==> src/ifas_map.svh <==
`ifndef IFAS_MAP_SVH
`define IFAS_MAP_SVH
// Geometry
`define IFAS_WORD_W 16
`define IFAS_ADDR_W 12
`define IFAS_NUM_PHASES 20
`define IFAS_TOP_SECTOR 3'h7
`define IFAS_TOP1_SECTOR 3'h6
`define IFAS_ADDR_TOP 12'hfff
`define IFAS_REFRESH_END 12'h77f
`define IFAS_RSV_BYTES 12'h02c
// Timing phases
`define IFAS_T1 5'h01
`define IFAS_T4 5'h04
`define IFAS_T5 5'h05
`define IFAS_T7 5'h07
`define IFAS_T9 5'h09
`define IFAS_T10 5'h0a
`define IFAS_T11 5'h0b
`define IFAS_T17 5'h11
`define IFAS_T19 5'h13
// Opcodes
`define IFAS_OP_OPER 5'h00
`define IFAS_OP_IMM 5'h01
`define IFAS_OP_INC1 5'h02
`define IFAS_OP_INC2 5'h03
`define IFAS_OP_DEC1 5'h04
`define IFAS_OP_JMP 5'h05
`define IFAS_OP_TJMP 5'h06
// Auxiliary adder addends
`define IFAS_ADD_ONE 16'h0001
`define IFAS_ADD_TWO 16'h0002
`define IFAS_ADD_FOUR 16'h0004
`define IFAS_ADD_MINUS1 16'hffff
// Indirect chain bit of a fetched word
`define IFAS_CHAIN_BIT 15
// Register map
`define IFAS_PADDR_W 8
`define IFAS_REG_CTRL 8'h00
`define IFAS_REG_STATUS 8'h04
`define IFAS_REG_PC 8'h08
`define IFAS_REG_CURSOR 8'h0c
`define IFAS_REG_OPERAND 8'h10
`define IFAS_PC_RESET 12'h000
`define IFAS_CTRL_RUN_BIT 0
`endif

==> src/ifas_pkg.sv <==
package ifas_pkg;
    // Instruction word fields, bit 15 down to bit 0
    typedef struct packed {
        logic [4:0] opcode;
        logic indirect;
        logic sector_top;
        logic [8:0] disp;
    } ifas_instr_t;
    typedef struct packed {
        logic sign;
        logic zero;
        logic carry;
    } ifas_flags_t;
    typedef struct packed {
        logic rd;
        logic wr;
        logic [11:0] addr;
        logic [15:0] wdata;
    } ifas_mem_req_t;
    typedef struct packed {
        logic refresh_area;
        logic reserved_area;
        logic indirect;
        ifas_flags_t flags;
        logic exec;
        logic [4:0] phase;
    } ifas_status_t;
    typedef enum logic [2:0] {CLS_OPER, CLS_IMM, CLS_INC, CLS_JMP, CLS_TJMP, CLS_BYTE} ifas_class_t;
    typedef enum logic {CYC_INSTR, CYC_EXEC} ifas_cycle_t;
endpackage

==> src/ifas_phase_ctr.sv <==
`timescale 1ns/100ps
`include "ifas_map.svh"
module ifas_phase_ctr #(
    parameter int NUM_PHASES = `IFAS_NUM_PHASES
) (
    input wire logic pclk,
    input wire logic presetn,
    input wire logic step,
    input wire logic repeat_exec,
    output logic [4:0] phase,
    output ifas_pkg::ifas_cycle_t cycle
);
    localparam logic [4:0] LAST = 5'(NUM_PHASES);

    // Logic uses phases up to T19
    if (NUM_PHASES < 20 || NUM_PHASES > 31) begin : g_bad_phases
        $error("NUM_PHASES out of range");
    end

    ////////////////////////////////////////////////////////////////
    // Phase count, wraps last back to T1
    always_ff @(posedge pclk or negedge presetn) begin
        if (!presetn) begin
            phase <= `IFAS_T1; // RULE_26
        end else if (step) begin
            if (phase == LAST) begin
                phase <= `IFAS_T1; // RULE_13
            end else begin
                phase <= phase + 5'h01;
            end
        end
    end

    // Instruction cycle, then execute cycles until repeat_exec drops
    always_ff @(posedge pclk or negedge presetn) begin
        if (!presetn) begin
            cycle <= ifas_pkg::CYC_INSTR; // RULE_26
        end else if (step && phase == LAST) begin
            case (cycle)
                ifas_pkg::CYC_INSTR: cycle <= ifas_pkg::CYC_EXEC; // RULE_13
                ifas_pkg::CYC_EXEC: cycle <= repeat_exec ? ifas_pkg::CYC_EXEC
                                                          : ifas_pkg::CYC_INSTR;
                default: cycle <= ifas_pkg::CYC_INSTR;
            endcase
        end
    end
endmodule

==> src/ifas_aux_adder.sv <==
`timescale 1ns/100ps
`include "ifas_map.svh"
module ifas_aux_adder #(
    parameter int W = `IFAS_WORD_W
) (
    input wire logic [W-1:0] a,
    input wire logic [W-1:0] b,
    output logic [W-1:0] sum,
    output logic carry,
    output logic zero
);
    // Must cover a full address
    if (W < `IFAS_ADDR_W) begin : g_bad_width
        $error("adder narrower than address");
    end

    // Word add with carry out and zero detect
    assign {carry, sum} = {1'b0, a} + {1'b0, b}; // RULE_24
    assign zero = (sum == '0); // RULE_24
endmodule

==> src/ifas_sequencer.sv <==
// Function
// (RULE_01) Non-memory ops never read operand memory
// (RULE_02) Test jump: second word holds target
// (RULE_03) Opcode 15:11, displacement 8:0, indirect 10
// (RULE_04) Bit 9 selects top or current sector
// (RULE_05) Bit 8 selects lower/upper page
// (RULE_06) 2048 words, eight sectors, two pages
// (RULE_07) Refresh area and top reserved area
// (RULE_08) Bit 9 set: top sector base
// (RULE_09) Current top: next-lower sector base
// (RULE_10) Else program counter sector plus displacement
// (RULE_11) Direct: address used, LSB picks byte
// (RULE_12) Indirect chain while fetched bit 15 set
// (RULE_13) Instruction then execute cycle, 20 phases
// (RULE_14) Fetch phases 1-10, work 11-20
// (RULE_15) Data strobe T4, counter update T19
// (RULE_16) Opcode held after T5
// (RULE_17) Address plus zero, T17 latch, T19
// (RULE_18) Increment at execute T4, T7 latch
// (RULE_19) Execute T9 result back to buffer
// (RULE_20) Counter plus two, T17 latch, T19
// (RULE_21) Increment class: +1, +2, -1
// (RULE_22) Immediate operand from odd byte
// (RULE_23) 12-bit counter, LSB always zero
// (RULE_24) Zero and carry flags from adder
// (RULE_25) Cursor: column low six, line high
// (RULE_26) Phase wraps, reset to instruction T1
//
// Local design decisions: register access over APB and the address map.
`timescale 1ns/100ps
`include "ifas_map.svh"
module ifas_sequencer (
    input wire logic pclk,
    input wire logic presetn,
    input wire logic psel,
    input wire logic penable,
    input wire logic pwrite,
    input wire logic [`IFAS_PADDR_W-1:0] paddr,
    input wire logic [31:0] pwdata,
    output logic [31:0] prdata,
    output logic pready,
    output logic pslverr,
    output ifas_pkg::ifas_mem_req_t mem_req,
    input wire logic [15:0] mem_rdata,
    output ifas_pkg::ifas_flags_t condition_flags,
    output logic [5:0] cursor_line,
    output logic [5:0] cursor_column,
    output logic [7:0] operand
);
    logic run_q;
    logic [11:0] next_instruction_pointer_q;
    logic [11:0] memory_pointer_reg_q;
    logic [15:0] memory_word_buffer_q;
    logic [15:0] auxiliary_result_reg_q;
    logic [11:0] cursor_position_reg_q;
    logic [7:0] operand_q;
    ifas_pkg::ifas_flags_t flags_q;
    ifas_pkg::ifas_instr_t ir_q;
    logic ind_q;
    logic ind_cyc_q;
    logic [31:0] prdata_q;
    logic pslverr_q;
    logic [4:0] phase;
    ifas_pkg::ifas_cycle_t cycle;
    ifas_pkg::ifas_class_t cls;
    ifas_pkg::ifas_status_t status;
    logic step;
    logic exec;
    logic memref;
    logic needs_mem;
    logic inc_work;
    logic tjmp_taken;
    logic [2:0] sec_sel;
    logic [11:0] ea_calc;
    logic [11:0] pc_target;
    logic [15:0] add_a;
    logic [15:0] add_b;
    logic [15:0] inc_step;
    logic [15:0] add_sum;
    logic add_carry;
    logic add_zero;
    logic apb_wr;
    logic apb_setup;

    assign step = run_q;
    assign exec = (cycle == ifas_pkg::CYC_EXEC);

    ////////////////////////////////////////////////////////////////
    // Phase sequencing and auxiliary adder
    ifas_phase_ctr #(.NUM_PHASES(`IFAS_NUM_PHASES)) u_phase (
        .pclk(pclk),
        .presetn(presetn),
        .step(step),
        .repeat_exec(ind_cyc_q), // RULE_12
        .phase(phase),
        .cycle(cycle)
    );

    ifas_aux_adder #(.W(`IFAS_WORD_W)) u_auxiliary_adder (
        .a(add_a),
        .b(add_b),
        .sum(add_sum),
        .carry(add_carry),
        .zero(add_zero)
    );

    ////////////////////////////////////////////////////////////////
    // Opcode class decode
    always_comb begin
        case (ir_q.opcode)
            `IFAS_OP_OPER: cls = ifas_pkg::CLS_OPER;
            `IFAS_OP_IMM: cls = ifas_pkg::CLS_IMM;
            `IFAS_OP_INC1,
            `IFAS_OP_INC2,
            `IFAS_OP_DEC1: cls = ifas_pkg::CLS_INC;
            `IFAS_OP_JMP: cls = ifas_pkg::CLS_JMP;
            `IFAS_OP_TJMP: cls = ifas_pkg::CLS_TJMP;
            default: cls = ifas_pkg::CLS_BYTE;
        endcase
    end

    // Increment class addend
    always_comb begin
        case (ir_q.opcode)
            `IFAS_OP_INC2: inc_step = `IFAS_ADD_TWO; // RULE_21
            `IFAS_OP_DEC1: inc_step = `IFAS_ADD_MINUS1; // RULE_21
            default: inc_step = `IFAS_ADD_ONE; // RULE_21
        endcase
    end

    assign memref = (cls == ifas_pkg::CLS_BYTE) || (cls == ifas_pkg::CLS_INC)
                    || (cls == ifas_pkg::CLS_JMP);
    // Memory read needed in this cycle's fetch half
    assign needs_mem = !exec || ind_cyc_q || (cls == ifas_pkg::CLS_BYTE) // RULE_01
                       || (cls == ifas_pkg::CLS_INC) || (cls == ifas_pkg::CLS_TJMP); // RULE_14
    assign inc_work = exec && !ind_cyc_q && (cls == ifas_pkg::CLS_INC);

    ////////////////////////////////////////////////////////////////
    // Sector-relative effective address
    always_comb begin
        if (ir_q.sector_top) begin
            sec_sel = `IFAS_TOP_SECTOR; // RULE_08
        end else if (next_instruction_pointer_q[11:9] == `IFAS_TOP_SECTOR) begin
            sec_sel = `IFAS_TOP1_SECTOR; // RULE_09
        end else begin
            sec_sel = next_instruction_pointer_q[11:9]; // RULE_10
        end
    end
    // Sector from bits 11:9, page bit 8 rides in the displacement
    assign ea_calc = {sec_sel, ir_q.disp}; // RULE_04 RULE_05 RULE_06

    // Adder operand steering by cycle and phase
    always_comb begin
        add_a = '0;
        add_b = '0;
        if (inc_work && phase >= `IFAS_T4 && phase < `IFAS_T11) begin
            add_a = memory_word_buffer_q; // RULE_18
            add_b = inc_step;
        end else if (exec) begin
            add_a = {4'h0, next_instruction_pointer_q}; // RULE_20
            add_b = (cls == ifas_pkg::CLS_TJMP) ? `IFAS_ADD_FOUR : `IFAS_ADD_TWO; // RULE_02
        end else if (cls == ifas_pkg::CLS_TJMP) begin
            add_a = {4'h0, next_instruction_pointer_q}; // RULE_02
            add_b = `IFAS_ADD_TWO;
        end else begin
            add_a = {4'h0, ea_calc}; // RULE_17
        end
    end

    ////////////////////////////////////////////////////////////////
    // Memory request strobes
    assign mem_req.rd = step && phase == `IFAS_T1 && needs_mem; // RULE_01
    assign mem_req.wr = step && phase == `IFAS_T10 && inc_work; // RULE_19
    assign mem_req.addr = memory_pointer_reg_q;
    assign mem_req.wdata = memory_word_buffer_q;

    // Data buffer: strobe at T4, write-back load at T9
    always_ff @(posedge pclk or negedge presetn) begin
        if (!presetn) begin
            memory_word_buffer_q <= '0;
        end else if (step) begin
            if (phase == `IFAS_T4 && needs_mem) begin
                memory_word_buffer_q <= mem_rdata; // RULE_15
            end else if (phase == `IFAS_T9 && inc_work) begin
                memory_word_buffer_q <= auxiliary_result_reg_q; // RULE_19
            end
        end
    end

    // Opcode and address fields captured at end of T5
    always_ff @(posedge pclk or negedge presetn) begin
        if (!presetn) begin
            ir_q <= '0;
        end else if (step && !exec && phase == `IFAS_T5) begin
            ir_q <= ifas_pkg::ifas_instr_t'(memory_word_buffer_q); // RULE_16 RULE_03
        end
    end

    // Auxiliary result latch and condition flags
    always_ff @(posedge pclk or negedge presetn) begin
        if (!presetn) begin
            auxiliary_result_reg_q <= '0;
        end else if (step && phase == `IFAS_T17) begin
            auxiliary_result_reg_q <= add_sum; // RULE_17 RULE_20
        end else if (step && phase == `IFAS_T7 && inc_work) begin
            auxiliary_result_reg_q <= add_sum; // RULE_18
        end
    end

    always_ff @(posedge pclk or negedge presetn) begin
        if (!presetn) begin
            flags_q <= '0;
        end else if (step && phase == `IFAS_T7 && inc_work) begin
            flags_q.zero <= add_zero; // RULE_24
            flags_q.carry <= add_carry; // RULE_24
            flags_q.sign <= add_sum[15];
        end else if (step && phase == `IFAS_T11 && (exec ? (!ind_cyc_q
                     && cls == ifas_pkg::CLS_BYTE) : (cls == ifas_pkg::CLS_IMM))) begin
            flags_q.zero <= (operand_q == 8'h00);
            flags_q.sign <= operand_q[7];
        end
    end

    // Byte operand: immediate odd byte or addressed byte
    always_ff @(posedge pclk or negedge presetn) begin
        if (!presetn) begin
            operand_q <= '0;
        end else if (step && phase == `IFAS_T5 && !exec
                     && memory_word_buffer_q[15:11] == `IFAS_OP_IMM) begin
            operand_q <= memory_word_buffer_q[7:0]; // RULE_22
        end else if (step && phase == `IFAS_T5 && exec && !ind_cyc_q
                     && cls == ifas_pkg::CLS_BYTE) begin
            operand_q <= memory_pointer_reg_q[0] ? memory_word_buffer_q[7:0]
                                                 : memory_word_buffer_q[15:8]; // RULE_11
        end
    end

    // Indirection pending and indirect-cycle marker
    always_ff @(posedge pclk or negedge presetn) begin
        if (!presetn) begin
            ind_q <= 1'b0;
        end else if (step && phase == `IFAS_T19) begin
            if (!exec) begin
                ind_q <= memref && ir_q.indirect; // RULE_11 RULE_12
            end else if (ind_cyc_q) begin
                ind_q <= memory_word_buffer_q[`IFAS_CHAIN_BIT]; // RULE_12
            end else begin
                ind_q <= 1'b0;
            end
        end
    end

    always_ff @(posedge pclk or negedge presetn) begin
        if (!presetn) begin
            ind_cyc_q <= 1'b0;
        end else if (step && phase == 5'(`IFAS_NUM_PHASES)) begin
            ind_cyc_q <= ind_q; // RULE_12
        end
    end

    ////////////////////////////////////////////////////////////////
    // Next program counter, always even
    assign tjmp_taken = (cls == ifas_pkg::CLS_TJMP) && flags_q.zero;
    always_comb begin
        if (cls == ifas_pkg::CLS_JMP) begin
            pc_target = memory_pointer_reg_q;
        end else if (tjmp_taken) begin
            pc_target = memory_word_buffer_q[11:0]; // RULE_02
        end else begin
            pc_target = auxiliary_result_reg_q[11:0]; // RULE_20
        end
    end

    always_ff @(posedge pclk or negedge presetn) begin
        if (!presetn) begin
            next_instruction_pointer_q <= `IFAS_PC_RESET;
        end else if (apb_wr && paddr == `IFAS_REG_PC) begin
            next_instruction_pointer_q <= {pwdata[11:1], 1'b0}; // RULE_23
        end else if (step && exec && !ind_cyc_q && phase == `IFAS_T19) begin
            next_instruction_pointer_q <= {pc_target[11:1], 1'b0}; // RULE_15 RULE_23
        end
    end

    // Address register loads
    always_ff @(posedge pclk or negedge presetn) begin
        if (!presetn) begin
            memory_pointer_reg_q <= `IFAS_PC_RESET;
        end else if (apb_wr && paddr == `IFAS_REG_PC) begin
            memory_pointer_reg_q <= {pwdata[11:1], 1'b0};
        end else if (step && phase == `IFAS_T19) begin
            if (!exec) begin
                if (memref || cls == ifas_pkg::CLS_TJMP) begin
                    memory_pointer_reg_q <= auxiliary_result_reg_q[11:0]; // RULE_17
                end
            end else if (ind_cyc_q) begin
                memory_pointer_reg_q <= memory_word_buffer_q[11:0]; // RULE_12
            end else begin
                memory_pointer_reg_q <= {pc_target[11:1], 1'b0}; // RULE_20
            end
        end
    end

    ////////////////////////////////////////////////////////////////
    // APB slave, zero wait, read data captured in setup
    assign apb_setup = psel && !penable;
    assign apb_wr = psel && penable && pwrite;
    assign pready = psel && penable;
    assign pslverr = pslverr_q;
    assign prdata = prdata_q;

    always_comb begin
        status.refresh_area = (memory_pointer_reg_q <= `IFAS_REFRESH_END); // RULE_07
        status.reserved_area = (memory_pointer_reg_q >
                                (`IFAS_ADDR_TOP - `IFAS_RSV_BYTES)); // RULE_07
        status.indirect = ind_q;
        status.flags = flags_q;
        status.exec = exec;
        status.phase = phase;
    end

    always_ff @(posedge pclk or negedge presetn) begin
        if (!presetn) begin
            run_q <= 1'b0;
            cursor_position_reg_q <= '0;
        end else if (apb_wr) begin
            case (paddr)
                `IFAS_REG_CTRL: run_q <= pwdata[`IFAS_CTRL_RUN_BIT];
                `IFAS_REG_CURSOR: cursor_position_reg_q <= pwdata[11:0];
                default: ;
            endcase
        end
    end

    always_ff @(posedge pclk or negedge presetn) begin
        if (!presetn) begin
            prdata_q <= '0;
            pslverr_q <= 1'b0;
        end else if (apb_setup) begin
            pslverr_q <= 1'b0;
            case (paddr)
                `IFAS_REG_CTRL: prdata_q <= {31'h0, run_q};
                `IFAS_REG_STATUS: prdata_q <= {20'h0, status};
                `IFAS_REG_PC: prdata_q <= {20'h0, next_instruction_pointer_q};
                `IFAS_REG_CURSOR: prdata_q <= {20'h0, cursor_position_reg_q};
                `IFAS_REG_OPERAND: prdata_q <= {8'h0, ir_q, operand_q};
                default: begin
                    prdata_q <= '0;
                    pslverr_q <= 1'b1;
                end
            endcase
        end
    end

    // Cursor fields and flag outputs
    assign cursor_line = cursor_position_reg_q[11:6]; // RULE_25
    assign cursor_column = cursor_position_reg_q[5:0]; // RULE_25
    assign condition_flags = flags_q;
    assign operand = operand_q;
endmodule

==> config.mk <==
export PLATFORM = sky130hd
export DESIGN_NAME = ifas_sequencer
export DESIGN_NICKNAME = d
export VERILOG_FILES = /design/src/ifas_pkg.sv /design/src/ifas_phase_ctr.sv /design/src/ifas_aux_adder.sv /design/src/ifas_sequencer.sv
export VERILOG_INCLUDE_DIRS = /design/src
export SDC_FILE = /design/constraint.sdc
export NUM_CORES = 1
export LEC_CHECK = 0
export BUFFER_PORTS_ARGS = -buffer_cell sky130_fd_sc_hd__clkbuf_2
export CAP_MARGIN = 20
export CELL_PAD_IN_SITES_DETAIL_PLACEMENT = 1
export CELL_PAD_IN_SITES_GLOBAL_PLACEMENT = 2
export CORE_MARGIN = 5
export CORE_UTILIZATION = 31
export DETAILED_ROUTE_END_ITERATION = 8
export PLACE_DENSITY = 0.87
export SLEW_MARGIN = 25
export SYNTH_ARGS = -nofsm -noshare
export SYNTH_HDL_FRONTEND = slang
export SYNTH_SLANG_ARGS = --single-unit
==> constraint.sdc <==
create_clock -name pclk -period 4.1 [get_ports pclk]
set_input_delay 0 -clock pclk [delete_from_list [all_inputs] [get_ports pclk]]
set_output_delay 0 -clock pclk [all_outputs]
set_load 0.02 [all_outputs]
==> metrics.cfg, run 1 <==
[hold_path]
hp-class = input pin to flip-flop

[placed_design]
place_hpwl_um = 21400
place_area_um2 = 8730
place.gp.congestion = 0.936
numPortBuffers = 119

[global_routing]
grt-ovfl-total = 0
grt_max_degree = 48
antenna_found_initial = 0
grt_use_total_pct = 20.2
grt_first_pass_wirelength_um = 44400
grt_pass1_vias = 7355

[die]
start_util_pct = 31.2
die_w_um = 166
dieArea_um2 = 27600
pin_count = 148
row_count = 57
die_h_um = 166
core_um2 = 24200

[clocking]
cts_max_path_buffers = 2
cts_tree = done
cts_max_level = 4
insertion_delay_ps = 420
cts_root_buf = clkbuf_16
numCtsBuffers = 17
clock_sinks = 128
clk_pin_slew_ps = 60
postCtsSetupBuffers = 0

[setup_path]
setup.worst_path.class = flip-flop to flip-flop
start_kind = flip-flop
crit_slowest_cell = or4_1
slowest_delay_ps = 560
path_delay_family = simple AND/OR/NAND/NOR gates
cpMostUsedCell = nand2_1
cp_max_fo = 8
worstPathArrival_ps = 4250
crit_path_end_kind = flip-flop
crit_chain = or3b_4 -> a211oi_4 -> buf_6 -> nand2_4 -> buf_4 -> nand2_1 -> nand2_1 -> ha_1 -> a21o_1 -> a22o_1 -> or3_1 -> a21oi_2 -> xnor2_1 -> or4_1 -> o41ai_2
crit_required_ps = 4420
path_buf_inv = 2

[logic_synthesis]
synth_top_area_share_pct = 42.1
ys.flop_type = dfrtp_1
syn_inst = 798
yosysTopAreaCell = dfrtp_1
syn_avg_cell_area_um2 = 9.46
ys_types = 68
yosysSeqAreaShare_pct = 42.5
yosys_warnings = 0
synthArstFlopShare_pct = 100
yosys_register_bits = 128
synth_area_leaders = dfrtp_1, mux2_2, mux2i_1
synth_edf_count = 0
synth_area_um2 = 7550

[timing]
skew_ps = 7.83
slew_viol_final = 0
holdWs_ps = 21.5
setup_viol = 0
period_share_pct = 96.0
worstMarginPinSlew_ps = 912
final.min_clock_period_ps = 3940
timing.setup.tns_ps = 0
finalHoldViolCount = 0
slew_headroom_pct = 39.0
fmax_mhz = 254

[detailed_routing]
wirelength_um = 28200
first_pass_iters = 8
via_per_inst = 5.45
antenna_left = 0
via_count = 7107
wl_per_cell_um = 21.6
drt_iter0_drc = 592
drc = 1

[finish]
final_core_util_pct = 40.1
drive_above_1_share_pct = 27.8
design_area_um2 = 9690
syn2layout_area_growth_pct = 28.3
fin_nets = 1048
n_antenna_cell = 0

[power]
power_frac_comb_pct = 5.4
internal_power_mw = 2.26
vdd_drop_max_mv = 0.192
p_clk_share_pct = 51.5
total_power_mw = 2.99
powerDensity_nw_per_um2 = 309
p_sw_share_pct = 24.4
switchingPower_mw = 0.730
p_leak_nw = 4.71
p_seq_share_pct = 43.1

[outcome]
violations = DRC
status = finished, violations left

[run]
drv_cap = 0

## power by group through the flow
stage / sequential [mW] / combinational [mW] / clock (mW)
2_1_floorplan: 1.32 / 0.0524 / 0
3_3_place_gp: 1.31 / 0.138 / 0
3_5_place_dp: 1.31 / 0.141 / 0
4_1_cts: 1.29 / 0.164 / 1.56
5_1_grt: 1.29 / 0.179 / 1.62
6_report: 1.29 / 0.162 / 1.54
## worst reg2reg max path, stage by stage, from the launching register on
cell	delay [ps]
dfrtp_1	420
or3b_4	430
a211oi_4	240
buf_6	180
nand2_4	100
buf_4	180
nand2_1	60
nand2_1	60
ha_1	270
a21o_1	220
a22o_1	250
or3_1	380
a21oi_2	180
xnor2_1	110
or4_1	560
o41ai_2	210
## area by class of cell
cell class	count	area (µm²)
fillers	2789	14500
multi-input cells	600	4110
flip-flops and latches	128	3210
repair buffers	203	1310
clock buffers	19	443
well taps	324	405
clock inverters	13	153
inverters	16	60.1
## timing repair
| action | CTS | global route |
|---|---|---|
| hold buffers | 29 | 0 |
| endpoints found under the setup margin | 1 | 3 |
| gates resized for setup | 1 | 16 |
| pin swaps | 0 | 1 |
| endpoints found under the hold margin | 87 | 0 |
## metal layers
layer  track usage, %  up-vias  part of all wire (%)
met5                0        -                     0
met4             4.66        0                   1.3
met3             3.81       24                   6.0
met2             33.0      241                    47
met1             27.9     3570                    46
li1                 -     3272                     -
## synth_stat cells, types with 5 or more instances
master,count
dfrtp_1,127
nand2_1,105
nor2_1,50
mux2i_1,46
mux2_2,44
o21ai_1,41
clkbuf_1,38
a21oi_1,29
o21ai_0,29
nand3_1,27
ha_1,20
inv_1,16
o21a_1,15
a22o_1,14
a22oi_1,13
nor3_1,12
and3_1,11
a221oi_1,10
buf_2,10
o221ai_1,10
a222oi_1,9
o211ai_1,9
a211oi_1,8
a21o_1,8
buf_4,8
and2_1,6
nand2b_1,6
nor4_1,6
xnor2_1,6
nand4_1,5
## stage by stage
stage          std cells  setup slack (ps)
3_5_place_dp        1242              20.3
2_1_floorplan        805              33.8
4_1_cts             1303              4.35
6_report            1303               162
3_3_place_gp        1242               169
5_1_grt             1303             -43.2
## logic make-up (layout without fill, tap and decap cells)
logic type | Yosys count | count (layout) | share of synthesized area, %
other | 1 | 8 | 0.0497
AOI/OAI and AO/OA | 215 | 215 | 19.7
adders and majority gates | 21 | 21 | 3.58
muxes | 90 | 90 | 12.7
buffers and inverters | 77 | 251 | 4.49
and+or+nand+nor | 256 | 256 | 15.9
DFF | 128 | 128 | 42.5
xor gates and xnor gates | 10 | 10 | 1.16
## layout by cell type (no fill, tap or decap), types with 10 or more instances in the layout
cell             n
o221ai_1        10
ha_1            20
o21a_1          15
and3_1          11
mux2_2          44
nand2_1        105
nand3_1         27
o21ai_1         40
dfrtp_1        126
nor3_1          10
o21ai_0         29
clkbuf_16       17
a22o_1          14
buf_4           54
a22oi_1         13
clkbuf_2       118
a21oi_1         27
mux2i_1         44
dlygate4sd3_1   29
inv_1           16
nor2_1          49
## path summary, 6_finish.rpt
| kind | slack, ps | cells after the start | to | from |
|---|---|---|---|---|
| min in group asynchronous | 140 | 2 | prdata[22]$_DFFE_PN0P_ | presetn |
| hold / removal | 20 | 3 | run_q$_DFFE_PN0P_ | paddr[4] |
| hold reg to reg | 490 | 2 | prdata[18]$_DFFE_PN0P_ | prdata[18]$_DFFE_PN0P_ |
| setup reg to reg | 160 | 15 | condition_flags[1]$_DFFE_PN0P_ | ir_q[12]$_DFFE_PN0P_ |
| setup / recovery | 160 | 15 | condition_flags[1]$_DFFE_PN0P_ | ir_q[12]$_DFFE_PN0P_ |
| max in group asynchronous | 2860 | 3 | ir_q[13]$_DFFE_PN0P_ | presetn |
## state kept, by name, indices dropped and copies added (netlist names)
signal / count
ind_q: 1
prdata: 24
pslverr: 1
run_q: 1
u_phase.cycle: 1
next_instruction_pointer_q: 11
ir_q: 7
auxiliary_result_reg_q: 16
memory_pointer_reg_q: 12
ea_calc: 9
cursor_position_reg_q: 12
condition_flags: 3
operand: 8
u_phase.phase: 5
memory_word_buffer_q: 16
ind_cyc_q: 1
Note: power is estimated with default switching activity, not from simulation.
==> run 2, diff against run 1 <==
Settings changed: CORE_MARGIN 5 to default, MAX_ROUTING_LAYER from default to met4.
==> metrics.cfg, run 2 (synthesis results as in run 1) <==
[hold_path]
hp-start = paddr[4]
hp-class = input pin to flip-flop

[setup_path]
cp_max_fo = 8
crit_path_end_kind = flip-flop
worstSetupStartpoint = ir_q[12]$_DFFE_PN0P_
setup.worst_path.class = flip-flop to flip-flop
r2r-start = ir_q[12]$_DFFE_PN0P_
start_kind = flip-flop
crit_required_ps = 4430
worstPathArrival_ps = 4340

[power]
switchingPower_mw = 0.733
p_sw_share_pct = 24.2
internal_power_mw = 2.30
p_leak_nw = 4.69
p_seq_share_pct = 42.5
vdd_drop_max_mv = 0.198
total_power_mw = 3.03
power_frac_comb_pct = 5.4
p_clk_share_pct = 52.0
powerDensity_nw_per_um2 = 314

[die]
start_util_pct = 31.9
die_h_um = 158
dieArea_um2 = 25000
die_w_um = 158
pin_count = 148
core_um2 = 23700
row_count = 56

[clocking]
cts_root_buf = clkbuf_16
cts_max_path_buffers = 2
cts_tree = done
clock_sinks = 128
cts_max_level = 4
clk_pin_slew_ps = 60
numCtsBuffers = 17
insertion_delay_ps = 430

[finish]
n_antenna_cell = 0
syn2layout_area_growth_pct = 27.8
design_area_um2 = 9650
largest_reg_flops = 24
layout_common_cells = dfrtp_1, clkbuf_2, nand2_1
fillers = 2815
drive_above_1_share_pct = 27.4
final_common_cell = dfrtp_1
fin_nets = 1041

[outcome]
status = complete, no violations

[timing]
slew_viol_final = 0
rsz0062_at_grt = true
skew_ps = 9.38
slew_headroom_pct = 34.8
timing.setup.tns_ps = 0
worstMarginPinSlew_ps = 978
setup_viol = 0
period_share_pct = 97.6
fmax_mhz = 250
finalHoldViolCount = 0
final.min_clock_period_ps = 4000

[detailed_routing]
drc = 0
drt_iter0_drc = 524
antenna_left = 0
first_pass_iters = 7
via_per_inst = 5.56
via_count = 7180
wl_per_cell_um = 22.1
wirelength_um = 28500

[placed_design]
numPortBuffers = 119
place_area_um2 = 8680
place_hpwl_um = 20700
place.gp.congestion = 0.900

[global_routing]
grt-ovfl-total = 0
grt_first_pass_wirelength_um = 42900
antenna_found_initial = 0
grt_pass1_vias = 7110
grt_max_degree = 79
grt_use_total_pct = 23.9

[run]
drv_cap = 0

-- run 2: worst paths after layout --
path                                                    endpoint  slack, ps  depth (start not counted)
max                               condition_flags[1]$_DFFE_PN0P_        100                         15
min                                            run_q$_DFFE_PN0P_         70                          3
max reg2reg                       condition_flags[1]$_DFFE_PN0P_        100                         15
min reg2reg                               prdata[16]$_DFFE_PN0P_        490                          2
max in group asynchronous  auxiliary_result_reg_q[4]$_DFFE_PN0P_       3010                          3
min in group asynchronous                 prdata[22]$_DFFE_PN0P_        190                          2
-- run 2: power groups by stage --
stage / Combinational (mW) / Clock [mW] / Sequential (mW)
final: 0.165 / 1.58 / 1.29
after floorplan: 0.0524 / 0 / 1.32
after CTS: 0.166 / 1.59 / 1.29
after global placement: 0.142 / 0 / 1.31
after global routing: 0.183 / 1.65 / 1.29
after detailed placement: 0.143 / 0 / 1.31
-- run 2: through the flow --
| stage | std cells | util (%) | hold WS [ps] | setup WS [ps] |
|---|---|---|---|---|
| detailed placement | 1227 | 36.6 | 113 | 12.5 |
| global placement | 1227 | 36.6 | 104 | 158 |
| CTS | 1288 | 40.4 | 48.4 | 15.1 |
| global route | 1291 | 40.7 | 64.0 | -60.7 |
| finish | 1291 | 40.7 | 69.0 | 96.4 |
| floorplan | 805 | - | -296 | 33.8 |
-- run 2: routing by layer --
layer  vias to the layer above  GRT usage, %  part of all wire, %
li1                       3245             -                    -
met1                      3606          32.0                   46
met2                       297          36.2                   46
met3                        32          4.71                  6.7
met4                         0          7.33                  1.6
met5                         -             -                    0
-- run 2: layout make-up --
cell class	count	area (µm²)	area share (%)
clock buffer	19	433	4.49
clock inverter	13	164	1.70
inverter	16	60.1	0.622
multi-input combinational	600	4110	42.6
sequential	128	3210	33.2
tap	319	399	4.14
timing repair buffer	196	1270	13.2
-- run 2: timing repair --
action | 4_1_cts | 5_1_grt
setup endpoints to repair | 1 | 4
hold buffers | 29 | 0
endpoints found under the hold margin | 92 | 0
setup buffers | 0 | 2
resized for setup | 3 | 14
pin swaps | 0 | 2
gates cloned | 0 | 1
-- run 2: worst max-delay path: stages, from the launching register on --
cell      delay (ps)
dfrtp_2          430
or3b_4           430
a211oi_4         230
buf_4            210
nand2_4          100
buf_4            170
nand2_1           60
nand2_1           60
ha_1             260
a21o_1           210
a22o_1           270
or3_1            390
a21oi_2          210
xnor2_1          120
or4_4            550
o41ai_2          200
==> run 3, diff against run 2 <==
Settings changed: CORE_ASPECT_RATIO from default to 0.75.
==> metrics.cfg, run 3 (synthesis results as in run 1) <==
[clocking]
cts_tree = done
numCtsBuffers = 17
cts_root_buf = clkbuf_16
insertion_delay_ps = 430
clk_pin_slew_ps = 60
clock_sinks = 128
cts_max_level = 4
cts_max_path_buffers = 2

[finish]
fillers = 2749
final_common_cell = dfrtp_1
seq_area_um2 = 3200
design_area_um2 = 9840
drive_above_1_share_pct = 29.8
syn2layout_area_growth_pct = 30.4
fin_nets = 1055
n_antenna_cell = 0
largest_reg_flops = 24
layout_common_cells = dfrtp_1, clkbuf_2, nand2_1
multi_input_area_um2 = 4220
fin_cells = 1291

[power]
powerDensity_nw_per_um2 = 304
p_seq_share_pct = 43.4
p_clk_share_pct = 51.5
p_leak_nw = 4.76
internal_power_mw = 2.26
vdd_drop_max_mv = 0.291
power_frac_comb_pct = 5.1
switchingPower_mw = 0.724
p_sw_share_pct = 24.2

[timing]
rsz0062_at_grt = true
slew_viol_final = 0
fmax_mhz = 243
skew_ps = 13.9
slew_headroom_pct = 34.4
final.min_clock_period_ps = 4120
setup_viol = 1
finalHoldViolCount = 0
setup_slack_ps = -17.6
period_share_pct = 100
worstMarginPinSlew_ps = 982

[global_routing]
grt_max_degree = 94
antenna_found_initial = 0
grt_pass1_vias = 7182
grt_first_pass_wirelength_um = 43600
grt_use_total_pct = 24.3
grt-ovfl-total = 0

[die]
core_um2 = 23900
row_count = 49
start_util_pct = 31.6
die_h_um = 137
die_w_um = 182
pin_count = 148
dieArea_um2 = 25000

[setup_path]
cpMostUsedCell = buf_4
crit_slowest_cell = or4_4
path_delay_family = simple AND/OR/NAND/NOR gates
worstPathArrival_ps = 4430
start_kind = flip-flop
rrSetupSlack_ps = -20
crit_required_ps = 4410
setup.worst_path.class = flip-flop to flip-flop
path_buf_inv = 3
cp_max_fo = 8
slowest_delay_ps = 550
crit_chain = buf_4 -> and3b_2 -> and2_4 -> nor2_4 -> buf_12 -> buf_4 -> mux2i_1 -> o21ai_1 -> ha_1 -> and3_4 -> a22o_4 -> or3_4 -> a21oi_4 -> xnor2_2 -> or4_4 -> o41ai_2
crit_path_end_kind = flip-flop

[placed_design]
numPortBuffers = 119
place_area_um2 = 8700
dpl.cell_count = 1220
place.gp.congestion = 0.887
place_hpwl_um = 21200

[outcome]
violations = setup timing
status = finished, violations left

[hold_path]
hp-class = input pin to flip-flop

[detailed_routing]
drt_iter0_drc = 611
via_per_inst = 5.64
wirelength_um = 29300
antenna_left = 0
via_count = 7277
wl_per_cell_um = 22.7
drc = 0
first_pass_iters = 5

[run]
drv_cap = 0

[run 3: cell types whose count changed in the layout (fill, tap and decap cells not counted), sizes merged]
| cell | change |
|---|---|
| buf | +14 |
| bufinv | -1 |
| clkbuf | +1 |
| inv | -1 |
[run 3: worst min-delay path: stages]
cell	delay, ps
clkbuf_2	130
nor3_1	90
mux2_2	210
[run 3: power groups by stage]
stage                     combinational [mW]  clock [mW]  sequential, mW
after floorplan                       0.0524           0            1.32
after global placement                 0.128           0            1.32
after detailed placement               0.130           0            1.32
after CTS                              0.154        1.55            1.30
after global routing                   0.169        1.61            1.30
final                                  0.153        1.54            1.30
[run 3: final timing paths]
kind | startpoint | endpoint | cells past startpoint
max | ir_q[12]$_DFFE_PN0P_ | condition_flags[1]$_DFFE_PN0P_ | 16
min | paddr[4] | run_q$_DFFE_PN0P_ | 3
max reg2reg | ir_q[12]$_DFFE_PN0P_ | condition_flags[1]$_DFFE_PN0P_ | 16
min reg2reg | prdata[23]$_DFFE_PN0P_ | prdata[23]$_DFFE_PN0P_ | 2
max in group asynchronous | presetn | u_phase.phase[0]$_DFFE_PN1P_ | 3
min in group asynchronous | presetn | memory_word_buffer_q[13]$_DFFE_PN0P_ | 2
[run 3: cell type report]
cell class	instances	area share, %
timing repair buffer	210	14.1
clock buffer	20	4.64
inverter	16	0.610
tap	306	3.89
sequential	128	32.5
multi-input combinational	600	42.9
clock inverter	11	1.35
[run 3: stage by stage]
stage | setup TNS, ps | utilization [%] | power [mW] | hold slack (ps) | worst slack (ps)
final | -17.6 | 41.2 | 2.99 | 44.0 | -17.6
after global routing | -142 | 41.2 | 3.07 | 53.1 | -142
after CTS | 0 | 40.1 | 3.01 | 22.5 | 6.32
after detailed placement | -37.1 | 36.4 | 1.45 | 167 | -37.1
after global placement | 0 | 36.4 | 1.45 | 166 | 102
after floorplan | 0 | - | 1.37 | -296 | 33.8
[run 3: what timing repair did]
action,4_1_cts,5_1_grt
pin swaps,1,14
buffers inserted,0,11
hold buffers,29,0
endpoints found under the setup margin,1,1
gates resized for setup,6,35
endpoints found under the hold margin,135,0
[run 3: per-layer routing]
layer | vias to the layer above | track usage, % | routed length (µm)
li1 | 3267 | - | -
met1 | 3669 | 34.3 | 13600
met2 | 297 | 35.5 | 13000
met5 | - | - | 0
met4 | 0 | 6.35 | 533
met3 | 44 | 4.52 | 2070
